==> src/hw/mpbc_pkg.sv <==
/*
  Shared constants and types of the memory and peripheral bus control block.
  Assumes a single 40 MHz system clock; all counts derive from its period.
*/
package mpbc_pkg;

  // ---------------------------------------------------------------------
  // Bus geometry
  // ---------------------------------------------------------------------
  localparam int ADDR_W       = 26;
  localparam int DATA_W       = 32;
  localparam int ADDR_PIN_W   = 22;
  localparam int CS_N         = 6;
  localparam int CS_IDX_W     = 3;
  localparam int CS_PIN_N     = 4;
  localparam int MASK_LSB     = 17;
  localparam int MASK_MSB     = 20;
  localparam int MASK_W       = 4;
  localparam int WAIT_W       = 4;

  // ---------------------------------------------------------------------
  // Shared pins: general-purpose I/O numbers of the alternate functions
  // ---------------------------------------------------------------------
  localparam int SHARE_N      = 6;
  localparam int SHARE_ADDR_N = 4;
  localparam int GP_ADDR_BASE = 27;
  localparam int GP_CS_BASE   = 16;

  // ---------------------------------------------------------------------
  // Timing
  // ---------------------------------------------------------------------
  localparam int CLK_PERIOD_NS = 25;
  localparam int RST_DRIVE_NS  = 1000;
  localparam int RST_DRIVE_CYC =
    (RST_DRIVE_NS + CLK_PERIOD_NS - 1) / CLK_PERIOD_NS;
  localparam int RST_CNT_W     = 8;

  // ---------------------------------------------------------------------
  // Core clock multiple: boot code and resulting factor
  // ---------------------------------------------------------------------
  localparam logic [1:0] BOOT_MULT_X2 = 2'h0;
  localparam logic [1:0] BOOT_MULT_X3 = 2'h1;
  localparam logic [1:0] BOOT_MULT_X4 = 2'h2;
  localparam logic [2:0] MULT_X2      = 3'h2;
  localparam logic [2:0] MULT_X3      = 3'h3;
  localparam logic [2:0] MULT_X4      = 3'h4;

  // Bus sequencer states, one-hot.
  typedef enum logic [3:0] {
    ST_IDLE  = 4'b0001,
    ST_ACC   = 4'b0010,
    ST_END   = 4'b0100,
    ST_GRANT = 4'b1000
  } mpbc_state_t;

endpackage

==> src/hw/mpbc_bus_ctrl.sv <==
/*
  Memory and peripheral bus control: address, data, transceiver strobes,
  chip selects, wait or acknowledge, external master grant, reset pin and
  clock output. Assumes core requests and pins synchronous to i_sys_clk;
  two-way pins are resolved outside from the output enables.
*/
// What this block does
// - Drive a 26-bit address bus for memory and peripheral accesses.
// - In small-outline DIMM mode, address bits 20:17 carry data masks.
// - Move data over a 32-bit two-way data bus.
// - Transceiver direction low during reads, high during writes.
// - Transceiver enable 0 low during external device reads.
// - Transceiver enable 1 low during SDRAM reads only.
// - Drive grant low once the bus is given to the external master.
// - In wait mode, a low wait input lengthens the bus cycle.
// - In acknowledge mode, a low input completes the access.
// - Six low chip selects; only the addressed device's bit asserts.
// - Chip selects 4 and 5 share general-purpose pins 16 and 17.
// - Address bits 22 to 25 share general-purpose pins 27 to 30.
// - Drive the open-drain reset pin low during reset, then release.
// - Cold reset initialises state and loads the boot configuration.
// - Core clock runs two, three or four times the input clock.
// - Output a copy of the input clock; SDRAM runs on it.
// - Shared pins leave reset as general-purpose I/O unless boot says.
`timescale 1ns/1ps
`default_nettype none

module mpbc_bus_ctrl #(
  parameter int RST_CYC = mpbc_pkg::RST_DRIVE_CYC
) (
  // Clock and cold reset
  input  wire logic                         i_sys_clk,
  input  wire logic                         i_nrst,
  // Core request port
  input  wire logic                         i_req_valid,
  output logic                              o_req_ready,
  input  wire logic                         i_req_write,
  input  wire logic                         i_req_sdram,
  input  wire logic [mpbc_pkg::CS_IDX_W-1:0] i_req_cs,
  input  wire logic [mpbc_pkg::ADDR_W-1:0]  i_req_addr,
  input  wire logic [mpbc_pkg::DATA_W-1:0]  i_req_wdata,
  input  wire logic [mpbc_pkg::MASK_W-1:0]  i_req_mask,
  output logic                              o_rsp_valid,
  output logic [mpbc_pkg::DATA_W-1:0]       o_rsp_rdata,
  // Configuration
  input  wire logic                         i_cfg_ack_mode,
  input  wire logic                         i_cfg_sodimm,
  input  wire logic [mpbc_pkg::WAIT_W-1:0]  i_cfg_wait_cyc,
  // Boot straps, caught once after cold reset
  input  wire logic                         i_boot_addr_hi,
  input  wire logic                         i_boot_cs_hi,
  input  wire logic [1:0]                   i_boot_mult,
  output logic [2:0]                        o_core_mult,
  // Clock output
  output logic                              o_sys_clk_out,
  // Address and data pins
  output logic [mpbc_pkg::ADDR_PIN_W-1:0]   o_mem_addr,
  output logic                              o_mem_addr_oe,
  input  wire logic [mpbc_pkg::DATA_W-1:0]  i_mem_data,
  output logic [mpbc_pkg::DATA_W-1:0]       o_mem_data,
  output logic                              o_mem_data_oe,
  // Strobes
  output logic                              o_xcvr_dir_n,
  output logic [1:0]                        o_xcvr_oe_n,
  output logic [mpbc_pkg::CS_PIN_N-1:0]     o_dev_sel_n,
  output logic                              o_ctl_oe,
  input  wire logic                         i_wait_or_ack_n,
  // External master
  input  wire logic                         i_ext_bus_req_n,
  output logic                              o_ext_bus_gnt_n,
  // Warm reset pin, open drain
  input  wire logic                         i_warm_rst_io_n,
  output logic                              o_warm_rst_io_n_oe,
  output logic                              o_warm_rst_req,
  // Shared general-purpose pins
  input  wire logic [mpbc_pkg::SHARE_N-1:0] i_gp_io,
  output logic [mpbc_pkg::SHARE_N-1:0]      o_gp_io,
  output logic [mpbc_pkg::SHARE_N-1:0]      o_gp_io_oe,
  input  wire logic [mpbc_pkg::SHARE_N-1:0] i_gpio_out,
  input  wire logic [mpbc_pkg::SHARE_N-1:0] i_gpio_oe,
  output logic [mpbc_pkg::SHARE_N-1:0]      o_gpio_in
);

  // ---------------------------------------------------------------------
  // State
  // ---------------------------------------------------------------------
  mpbc_pkg::mpbc_state_t                 state_r, state_nxt;
  logic [mpbc_pkg::ADDR_W-1:0]           addr_r;
  logic [mpbc_pkg::DATA_W-1:0]           wdata_r, rdata_r;
  logic [mpbc_pkg::MASK_W-1:0]           mask_r;
  logic [mpbc_pkg::CS_N-1:0]             cs_n_r, cs_n_nxt;
  logic [1:0]                            boe_n_r, boe_n_nxt;
  logic                                  dir_n_r, dir_n_nxt;
  logic                                  wr_r, ctl_oe_r, gnt_n_r;
  logic                                  rsp_valid_r;
  logic [mpbc_pkg::WAIT_W-1:0]           cnt_r;
  logic [mpbc_pkg::RST_CNT_W-1:0]        rst_cnt_r;
  logic                                  rst_drv_r, pin_prev_r, warm_req_r;
  logic                                  boot_done_r, boot_addr_r;
  logic                                  boot_cs_r;
  logic [2:0]                            mult_r;

  // ---------------------------------------------------------------------
  // Decode
  // ---------------------------------------------------------------------
  // Request taken only while the bus is ours, the reset pin is quiet and
  // the boot straps are in; an external master wins a tie in idle.
  logic in_idle, in_acc, in_grant, take, acc_done, wait_met;
  logic mult_x3, mult_x4;
  logic [mpbc_pkg::CS_N-1:0] cs_dec;
  logic [mpbc_pkg::ADDR_PIN_W-1:0] addr_pins;

  assign in_idle   = (state_r == mpbc_pkg::ST_IDLE);
  assign in_acc    = (state_r == mpbc_pkg::ST_ACC);
  assign in_grant  = (state_r == mpbc_pkg::ST_GRANT);
  assign o_req_ready = in_idle && i_ext_bus_req_n && !rst_drv_r
                       && boot_done_r;
  assign take      = o_req_ready && i_req_valid;
  assign wait_met  = (cnt_r >= i_cfg_wait_cyc);
  // Wait mode: the low input stretches the cycle past the base count.
  // Acknowledge mode: the cycle ends on the first low input. There is no
  // timeout, so a device that never acknowledges holds the bus.
  assign acc_done  = i_cfg_ack_mode ? !i_wait_or_ack_n
                                    : (wait_met && i_wait_or_ack_n);

  // Chip select decode; SDRAM cycles and unused codes select nothing.
  assign cs_dec = (!i_req_sdram && (i_req_cs < 3'h6))
                  ? ~(6'h01 << i_req_cs) : 6'h3F;

  // ---------------------------------------------------------------------
  // Sequencer
  // ---------------------------------------------------------------------
  always_comb begin
    state_nxt = state_r;
    unique case (state_r)
      mpbc_pkg::ST_IDLE: begin
        if (!i_ext_bus_req_n && boot_done_r) begin
          state_nxt = mpbc_pkg::ST_GRANT;
        end else if (take) begin
          state_nxt = mpbc_pkg::ST_ACC;
        end
      end
      mpbc_pkg::ST_ACC: begin
        if (acc_done) begin
          state_nxt = mpbc_pkg::ST_END;
        end
      end
      mpbc_pkg::ST_END: begin
        state_nxt = mpbc_pkg::ST_IDLE;
      end
      mpbc_pkg::ST_GRANT: begin
        if (i_ext_bus_req_n) begin
          state_nxt = mpbc_pkg::ST_IDLE;
        end
      end
      default: begin
        state_nxt = mpbc_pkg::ST_IDLE;
      end
    endcase
  end

  // Strobe levels for the next cycle: asserted only through an access.
  assign dir_n_nxt = take ? i_req_write
                   : (in_acc && !acc_done) ? dir_n_r : 1'b1;
  assign boe_n_nxt = take ? {!(!i_req_write && i_req_sdram),
                             !(!i_req_write && !i_req_sdram)}
                   : (in_acc && !acc_done) ? boe_n_r : 2'h3;
  assign cs_n_nxt  = take ? cs_dec
                   : (in_acc && !acc_done) ? cs_n_r : 6'h3F;

  always_ff @(posedge i_sys_clk or negedge i_nrst) begin
    if (!i_nrst) begin
      state_r <= mpbc_pkg::ST_IDLE;
      dir_n_r <= 1'b1;
      boe_n_r <= 2'h3;
      cs_n_r  <= 6'h3F;
    end else begin
      state_r <= state_nxt;
      dir_n_r <= dir_n_nxt;
      boe_n_r <= boe_n_nxt;
      cs_n_r  <= cs_n_nxt;
    end
  end

  // Drive enable and grant: the bus floats for the whole grant.
  always_ff @(posedge i_sys_clk or negedge i_nrst) begin
    if (!i_nrst) begin
      ctl_oe_r <= 1'b0;
      gnt_n_r  <= 1'b1;
    end else begin
      ctl_oe_r <= boot_done_r && (state_nxt != mpbc_pkg::ST_GRANT);
      gnt_n_r  <= (state_nxt != mpbc_pkg::ST_GRANT);
    end
  end

  // Captured request; held steady for the whole access.
  always_ff @(posedge i_sys_clk or negedge i_nrst) begin
    if (!i_nrst) begin
      addr_r  <= 26'h000_0000;
      wdata_r <= 32'h0000_0000;
      mask_r  <= 4'h0;
      wr_r    <= 1'b0;
    end else if (take) begin
      addr_r  <= i_req_addr;
      wdata_r <= i_req_wdata;
      mask_r  <= i_req_mask;
      wr_r    <= i_req_write;
    end
  end

  // Cycle counter and read capture on the completing edge.
  always_ff @(posedge i_sys_clk or negedge i_nrst) begin
    if (!i_nrst) begin
      cnt_r       <= 4'h0;
      rdata_r     <= 32'h0000_0000;
      rsp_valid_r <= 1'b0;
    end else begin
      cnt_r       <= (in_acc && !wait_met) ? cnt_r + 4'h1
                   : (in_acc ? cnt_r : 4'h0);
      rsp_valid_r <= in_acc && acc_done;
      if (in_acc && acc_done && !wr_r) begin
        rdata_r <= i_mem_data;
      end
    end
  end

  // ---------------------------------------------------------------------
  // Reset pin and boot straps
  // ---------------------------------------------------------------------
  // The pin is driven low from cold reset for a fixed time, and again after
  // an outside warm reset so every party sees one clean pulse. Only a fall
  // while we are not driving counts, so our own pulse never re-triggers.
  logic ext_fall;
  assign ext_fall = pin_prev_r && !i_warm_rst_io_n && !rst_drv_r;

  always_ff @(posedge i_sys_clk or negedge i_nrst) begin
    if (!i_nrst) begin
      rst_drv_r  <= 1'b1;
      rst_cnt_r  <= 8'h00;
      pin_prev_r <= 1'b1;
      warm_req_r <= 1'b0;
    end else begin
      pin_prev_r <= i_warm_rst_io_n;
      warm_req_r <= ext_fall;
      if (ext_fall) begin
        rst_drv_r <= 1'b1;
        rst_cnt_r <= 8'h00;
      end else if (rst_drv_r) begin
        rst_cnt_r <= rst_cnt_r + 8'h01;
        if (rst_cnt_r == 8'(RST_CYC - 1)) begin
          rst_drv_r <= 1'b0;
        end
      end
    end
  end

  // Straps are taken on the first edge after cold reset, never from the
  // reset branch, so the flops only ever load constants asynchronously.
  always_ff @(posedge i_sys_clk or negedge i_nrst) begin
    if (!i_nrst) begin
      boot_done_r <= 1'b0;
      boot_addr_r <= 1'b0;
      boot_cs_r   <= 1'b0;
      mult_r      <= mpbc_pkg::MULT_X2;
    end else if (!boot_done_r) begin
      boot_done_r <= 1'b1;
      boot_addr_r <= i_boot_addr_hi;
      boot_cs_r   <= i_boot_cs_hi;
      mult_r      <= mult_x4 ? mpbc_pkg::MULT_X4
                   : (mult_x3 ? mpbc_pkg::MULT_X3
                              : mpbc_pkg::MULT_X2);
    end
  end
  // An unused strap code falls back to the slowest core multiple.
  assign mult_x3 = (i_boot_mult == mpbc_pkg::BOOT_MULT_X3);
  assign mult_x4 = (i_boot_mult == mpbc_pkg::BOOT_MULT_X4);

  // ---------------------------------------------------------------------
  // Pin outputs
  // ---------------------------------------------------------------------
  // Mask enables replace address bits 20:17 only in DIMM mode.
  assign addr_pins = i_cfg_sodimm
    ? {addr_r[21], mask_r, addr_r[16:0]}
    : addr_r[mpbc_pkg::ADDR_PIN_W-1:0];

  assign o_mem_addr         = addr_pins;
  assign o_mem_addr_oe      = ctl_oe_r;
  assign o_mem_data         = wdata_r;
  assign o_mem_data_oe      = ctl_oe_r && in_acc && wr_r;
  assign o_xcvr_dir_n       = dir_n_r;
  assign o_xcvr_oe_n        = boe_n_r;
  assign o_dev_sel_n        = cs_n_r[mpbc_pkg::CS_PIN_N-1:0];
  assign o_ctl_oe           = ctl_oe_r;
  assign o_ext_bus_gnt_n    = gnt_n_r;
  assign o_rsp_valid        = rsp_valid_r;
  assign o_rsp_rdata        = rdata_r;
  assign o_warm_rst_io_n_oe = rst_drv_r;
  assign o_warm_rst_req     = warm_req_r;
  assign o_core_mult        = mult_r;
  // The clock pad buffer supplies the delay; SDRAM cycles run on this
  // same clock, so no second domain exists inside the block.
  assign o_sys_clk_out      = i_sys_clk;

  // ---------------------------------------------------------------------
  // Shared pins
  // ---------------------------------------------------------------------
  logic [mpbc_pkg::SHARE_N-1:0] alt_out, alt_sel;
  assign alt_out = {cs_n_r[5:4], addr_r[25:22]};
  assign alt_sel = {{2{boot_cs_r}}, {mpbc_pkg::SHARE_ADDR_N{boot_addr_r}}};

  for (genvar g = 0; g < mpbc_pkg::SHARE_N; g++) begin : g_share
    mpbc_pin_share u_share (
      .i_alt_sel (alt_sel[g]),
      .i_alt_out (alt_out[g]),
      .i_alt_oe  (ctl_oe_r),
      .i_gp_out  (i_gpio_out[g]),
      .i_gp_oe   (i_gpio_oe[g]),
      .o_gp_in   (o_gpio_in[g]),
      .i_pin_in  (i_gp_io[g]),
      .o_pin_out (o_gp_io[g]),
      .o_pin_oe  (o_gp_io_oe[g])
    );
  end
endmodule
`default_nettype wire

==> src/hw/mpbc_pin_share.sv <==
/*
  One pin shared between general-purpose I/O and a bus alternate function.
  Assumes the selection is stable; the pin itself is resolved outside.
*/
`timescale 1ns/1ps
`default_nettype none

module mpbc_pin_share (
  // Selection
  input  wire logic i_alt_sel,
  // Bus side
  input  wire logic i_alt_out,
  input  wire logic i_alt_oe,
  // General-purpose side
  input  wire logic i_gp_out,
  input  wire logic i_gp_oe,
  output logic      o_gp_in,
  // Pin side
  input  wire logic i_pin_in,
  output logic      o_pin_out,
  output logic      o_pin_oe
);

  // ---------------------------------------------------------------------
  // Pin steering
  // ---------------------------------------------------------------------
  // The general-purpose side always sees the pin, so software can read back
  // what the bus drives when the alternate role is active.
  assign o_pin_out = i_alt_sel ? i_alt_out : i_gp_out;
  assign o_pin_oe  = i_alt_sel ? i_alt_oe  : i_gp_oe;
  assign o_gp_in   = i_pin_in;

endmodule
`default_nettype wire

==> config.mk <==
export PLATFORM = sky130hd
export DESIGN_NAME = mpbc_bus_ctrl
export DESIGN_NICKNAME = d
export VERILOG_FILES = /design/src/hw/mpbc_pkg.sv /design/src/hw/mpbc_bus_ctrl.sv /design/src/hw/mpbc_pin_share.sv
export SDC_FILE = /design/constraint.sdc
export NUM_CORES = 1
export LEC_CHECK = 0
export BUFFER_PORTS_ARGS = -buffer_cell sky130_fd_sc_hd__clkbuf_2
export CAP_MARGIN = 20
export CELL_PAD_IN_SITES_DETAIL_PLACEMENT = 1
export CELL_PAD_IN_SITES_GLOBAL_PLACEMENT = 1
export CORE_MARGIN = 2
export CORE_UTILIZATION = 35
export CTS_CLUSTER_SIZE = 8
export DETAILED_ROUTE_END_ITERATION = 12
export GPL_TIMING_DRIVEN = 0
export HOLD_SLACK_MARGIN = 0.15
export PLACE_DENSITY_LB_ADDON = 0.12
export SYNTH_ARGS = -nofsm -noshare
export SYNTH_HDL_FRONTEND = slang
export SYNTH_SLANG_ARGS = --single-unit
==> constraint.sdc <==
create_clock -name i_sys_clk -period 2.6 [get_ports i_sys_clk]
set_input_delay 0.52 -clock i_sys_clk [delete_from_list [all_inputs] [get_ports i_sys_clk]]
set_output_delay 0.52 -clock i_sys_clk [all_outputs]
set_load 0.01 [all_outputs]
======== Yosys cells after proc, flatten, opt, wreduce, memory -nomap -nowiden ========
Cells that the tools add are included.
storage, ports and cells
  register bits ........................... 132
  bits of input ports ..................... 133
  logic and storage cells ................. 101
cells by class
  add/subtract/negate cells ............... 2
  order comparisons ....................... 2
  equal/unequal tests ..................... 9
  shift operators ......................... 1
  multiplexer cells ....................... 35
  bitwise operators ....................... 1
  reduce and logical (&&, ||, !) cells .... 30
operators by type and width
  kind                   number
  $mux W4                6
  $mux W21               1
  $mux W1                19
  $logic_and A1 B1 Y1    18
  $mux W6                3
  $mux W8                2
  $pmux W4 S3            1
  $logic_not A1 Y1       11
  $add A8 B1 Y8 const B  1
  $eq A8 B6 Y1 const B   1
  $not A6 Y6             1
  $shl A1 B3 Y6 const A  1
  $add A4 B1 Y4 const B  1
  $eq A4 B1 Y1 const B   1
  $eq A4 B2 Y1 const B   1
  $eq A4 B4 Y1 const B   1
  $ge A4 B4 Y1           1
  $mux W2                2
  $ne A2 B2 Y1 const B   2
  $ne A4 B4 Y1 const B   1
  $lt A3 B3 Y1 const B   1
  $mux W3                1
  $eq A2 B1 Y1 const B   1
  $eq A2 B2 Y1 const B   1
  $reduce_bool A2 Y1     1

======== Depth between registers and ports, before layout ========
  word-level depth ........................ 10
  depth in mapped cells ................... 7

======== Cells and area by module ========
A second synthesis with hierarchy kept.
second synthesis, totals
  cell total of the unflattened synthesis .. 399
  area total of the unflattened synthesis .. 5602.9 um^2
modules (own cells, without submodules)
  module          times used  cells an instance  area an instance (um^2)
  mpbc_bus_ctrl   1           381                5422.7
  mpbc_pin_share  6           3                  30.0

==> metrics.txt <==
run status complete, no violations; syn_nets 688; Hold Vio Cnt, Final 0; post-layout min period about 2.4 ns; Final Cycle Share 91.1%; DRT Wirelength 16200 um; Fin Hold WS 0.188 ns; Syn Inst Count 549; gpl congestion 0.772; Netlist cell types 45; # DRC 0; P per Cell Area 909 nW/um^2; most frequent cells in the layout clkbuf_2 (248), nand2_1 (204), dfrtp_1 (118), mux2_2 (41), buf_4 (41); Slew HR between 40% and 50%; clk_lat worst skew 0.53 ns; post-synthesis sequential area ratio 58.2%; Final setup viols 0; Yosys warning total 0; GRT Total Usage around 19%; Worst VDD drop around 0.54 mV; Primary FF master, synth dfrtp_1; Layout Utilization 50.5%; leading cell type in the layout, fill and taps excluded clkbuf_2; FP Rows 46; Layout area overhead 40.7%; height of the die 132 um; CP arrival 2.83 ns; Layout Nets 965; CP Capture Type flip-flop; Ports around 260; drt initial violations 194; layout cells sized above 1 46.2%; Die W ~130 um; Worst EP required a little over 3 ns; Achievable Freq 422 MHz; Slew @ Worst Pin 0.850 ns; critical setup path kind flip-flop to flip-flop; maxcap violations 0; Async S/R FF share, synth 100%; Post-synth EDFFs 0; initial antenna violation count 0; number of max-slew violations in the final report 0; Final ANT Viol Nets 0; detailed placement HPWL 12200 um; first-pass GRT wire length 26400 um; leakage 4.49 nW; Worst Hold Class primary input to flip-flop; first-pass iteration count of the detailed router 4; IO buf count 249; Final WS setup 0.230 ns; number of global-route vias before repair 5219; syn avg cell area 10.4 sq um; Initial Util about 36%; GR Overflow Total 0; CP Max Fanout 10; routed len/inst 15.3 um; post-synthesis cell area ~5700 sq um; largest net degree at the start of global routing 108; CP Launch Type flip-flop; Via density about 4.5; Vias 4789; worst slack, placed -0.0345 ns; clk slew on worst S/H paths approximately 0.060 ns; Worst Skew 0.00958 ns; n_diodes 0; Power Total 7.30 mW; CTS tree done; Core Area 15900 sq um; Synth Register Bits 132; Die ar. 17300 sq um
==> synth_stat cells, types with 2 or more instances <==
| master | n | area (sq um) |
|---|---|---|
| and3_1 | 3 | 18.8 |
| o21ai_0 | 14 | 70.1 |
| nor3_1 | 2 | 10.0 |
| o22a_1 | 4 | 35.0 |
| mux2_1 | 3 | 33.8 |
| dfrtp_1 | 118 | 2950 |
| mux2i_1 | 4 | 40.0 |
| buf_4 | 38 | 285 |
| a21oi_1 | 4 | 20.0 |
| nand2b_1 | 4 | 25.0 |
| xnor2_1 | 2 | 17.5 |
| xor2_1 | 2 | 17.5 |
| mux2_2 | 41 | 462 |
| nor2b_1 | 3 | 18.8 |
| or3_1 | 2 | 12.5 |
| nor2_1 | 8 | 30.0 |
| buf_2 | 2 | 10.0 |
| nand3_1 | 6 | 30.0 |
| o211ai_1 | 3 | 22.5 |
| nor3b_1 | 2 | 15.0 |
| nand4_1 | 3 | 18.8 |
| clkbuf_1 | 12 | 45.0 |
| nor4b_1 | 2 | 17.5 |
| o32a_1 | 4 | 40.0 |
| buf_6 | 3 | 33.8 |
| nand2_1 | 204 | 766 |
| ha_1 | 6 | 75.1 |
| a31oi_1 | 2 | 12.5 |
| dfstp_2 | 14 | 368 |
| inv_1 | 15 | 56.3 |
| buf_1 | 5 | 18.8 |
==> metal layers <==
| metal | GRT usage (%) | up-vias | routed length, um |
|---|---|---|---|
| li1 | - | 2302 | - |
| met1 | 21.0 | 2289 | 6370 |
| met2 | 33.0 | 174 | 8040 |
| met3 | 8.60 | 24 | 1380 |
| met4 | 8.03 | 0 | 359 |
| met5 | 0 | - | 0 |
==> sequential cells by signal (all words and copies together) (netlist names), 2 cells and up <==
name / count
o_mem_data: 32
o_rsp_rdata: 32
addr_r: 26
rst_cnt_r: 8
cs_n_r: 6
cnt_r: 4
mask_r: 4
state_r: 4
o_core_mult: 3
o_xcvr_oe_n: 2
==> power breakdown <==
group | leakage, nW | internal [mW] | total [mW] | switching (mW)
Sequential | 1.72 | 2.55 | 2.85 | 0.307
Clock | 0.360 | 1.91 | 2.85 | 0.936
Combinational | 2.42 | 0.760 | 1.60 | 0.835
Total | 4.49 | 5.22 | 7.30 | 2.08
==> critical path: stages, from the launching register on <==
cell	delay (ns)
dfstp_2	0.53
clkbuf_1	0.32
nor4b_2	0.11
nand4_1	0.11
buf_4	0.14
clkbuf_1	0.42
clkbuf_1	0.45
nand2_1	0.13
nand2_1	0.09
==> per-stage QoR <==
| stage | cells | cell area [sq um] | setup TNS [ns] |
|---|---|---|---|
| floorplan | 549 | 5700 | 0 |
| global placement | 1014 | 7220 | -140.95 |
| detailed placement | 1015 | 7250 | -0.466 |
| CTS | 1052 | 7990 | 0 |
| global route | 1055 | 8020 | -0.0520 |
| finish | 1055 | 8020 | 0 |
==> logic make-up after synthesis <==
group,share of synthesized area [%]
AND/OR/NAND/NOR,18.0
flip-flops,58.2
buffers and inverters,7.88
multiplexers,9.39
AO/OA/AOI/OAI,4.45
adder cells (fa/ha/maj),1.32
XOR/XNOR,0.615
other,0.0658
==> final cells by class <==
| class | instances | area, sq um |
|---|---|---|
| Fill cell | 1881 | 7860 |
| Sequential cell | 132 | 3320 |
| Multi-Input combinational cell | 342 | 1940 |
| Timing Repair Buffer | 254 | 1320 |
| Clock buffer | 25 | 551 |
| Buffer | 60 | 393 |
| Tap cell | 216 | 270 |
| Clock inverter | 11 | 173 |
| Inverter | 15 | 56.3 |
==> timing repair <==
action | in CTS | in global routing
endpoints found under the setup margin | 0 | 21
setup buffers | 0 | 3
resized for setup | 0 | 1
hold buffers | 2 | 0
hold endpoints to repair | 26 | 0
==> worst paths after layout <==
check	startpoint	to	slack, ns	cells past startpoint
worst max-delay path	o_warm_rst_io_n_oe	addr_r[22]	0.23	8
worst min-delay path	i_req_wdata[18]	o_mem_data[18]	0.19	3
worst max register to register	o_warm_rst_io_n_oe	addr_r[22]	0.23	8
worst min register to register	mask_r[0]	mask_r[0]	0.46	2
max in group asynchronous	i_nrst	cnt_r[1]	1.34	3
min in group asynchronous	i_nrst	o_rsp_rdata[31]	0.44	2
(Power assumes the default switching activity.)
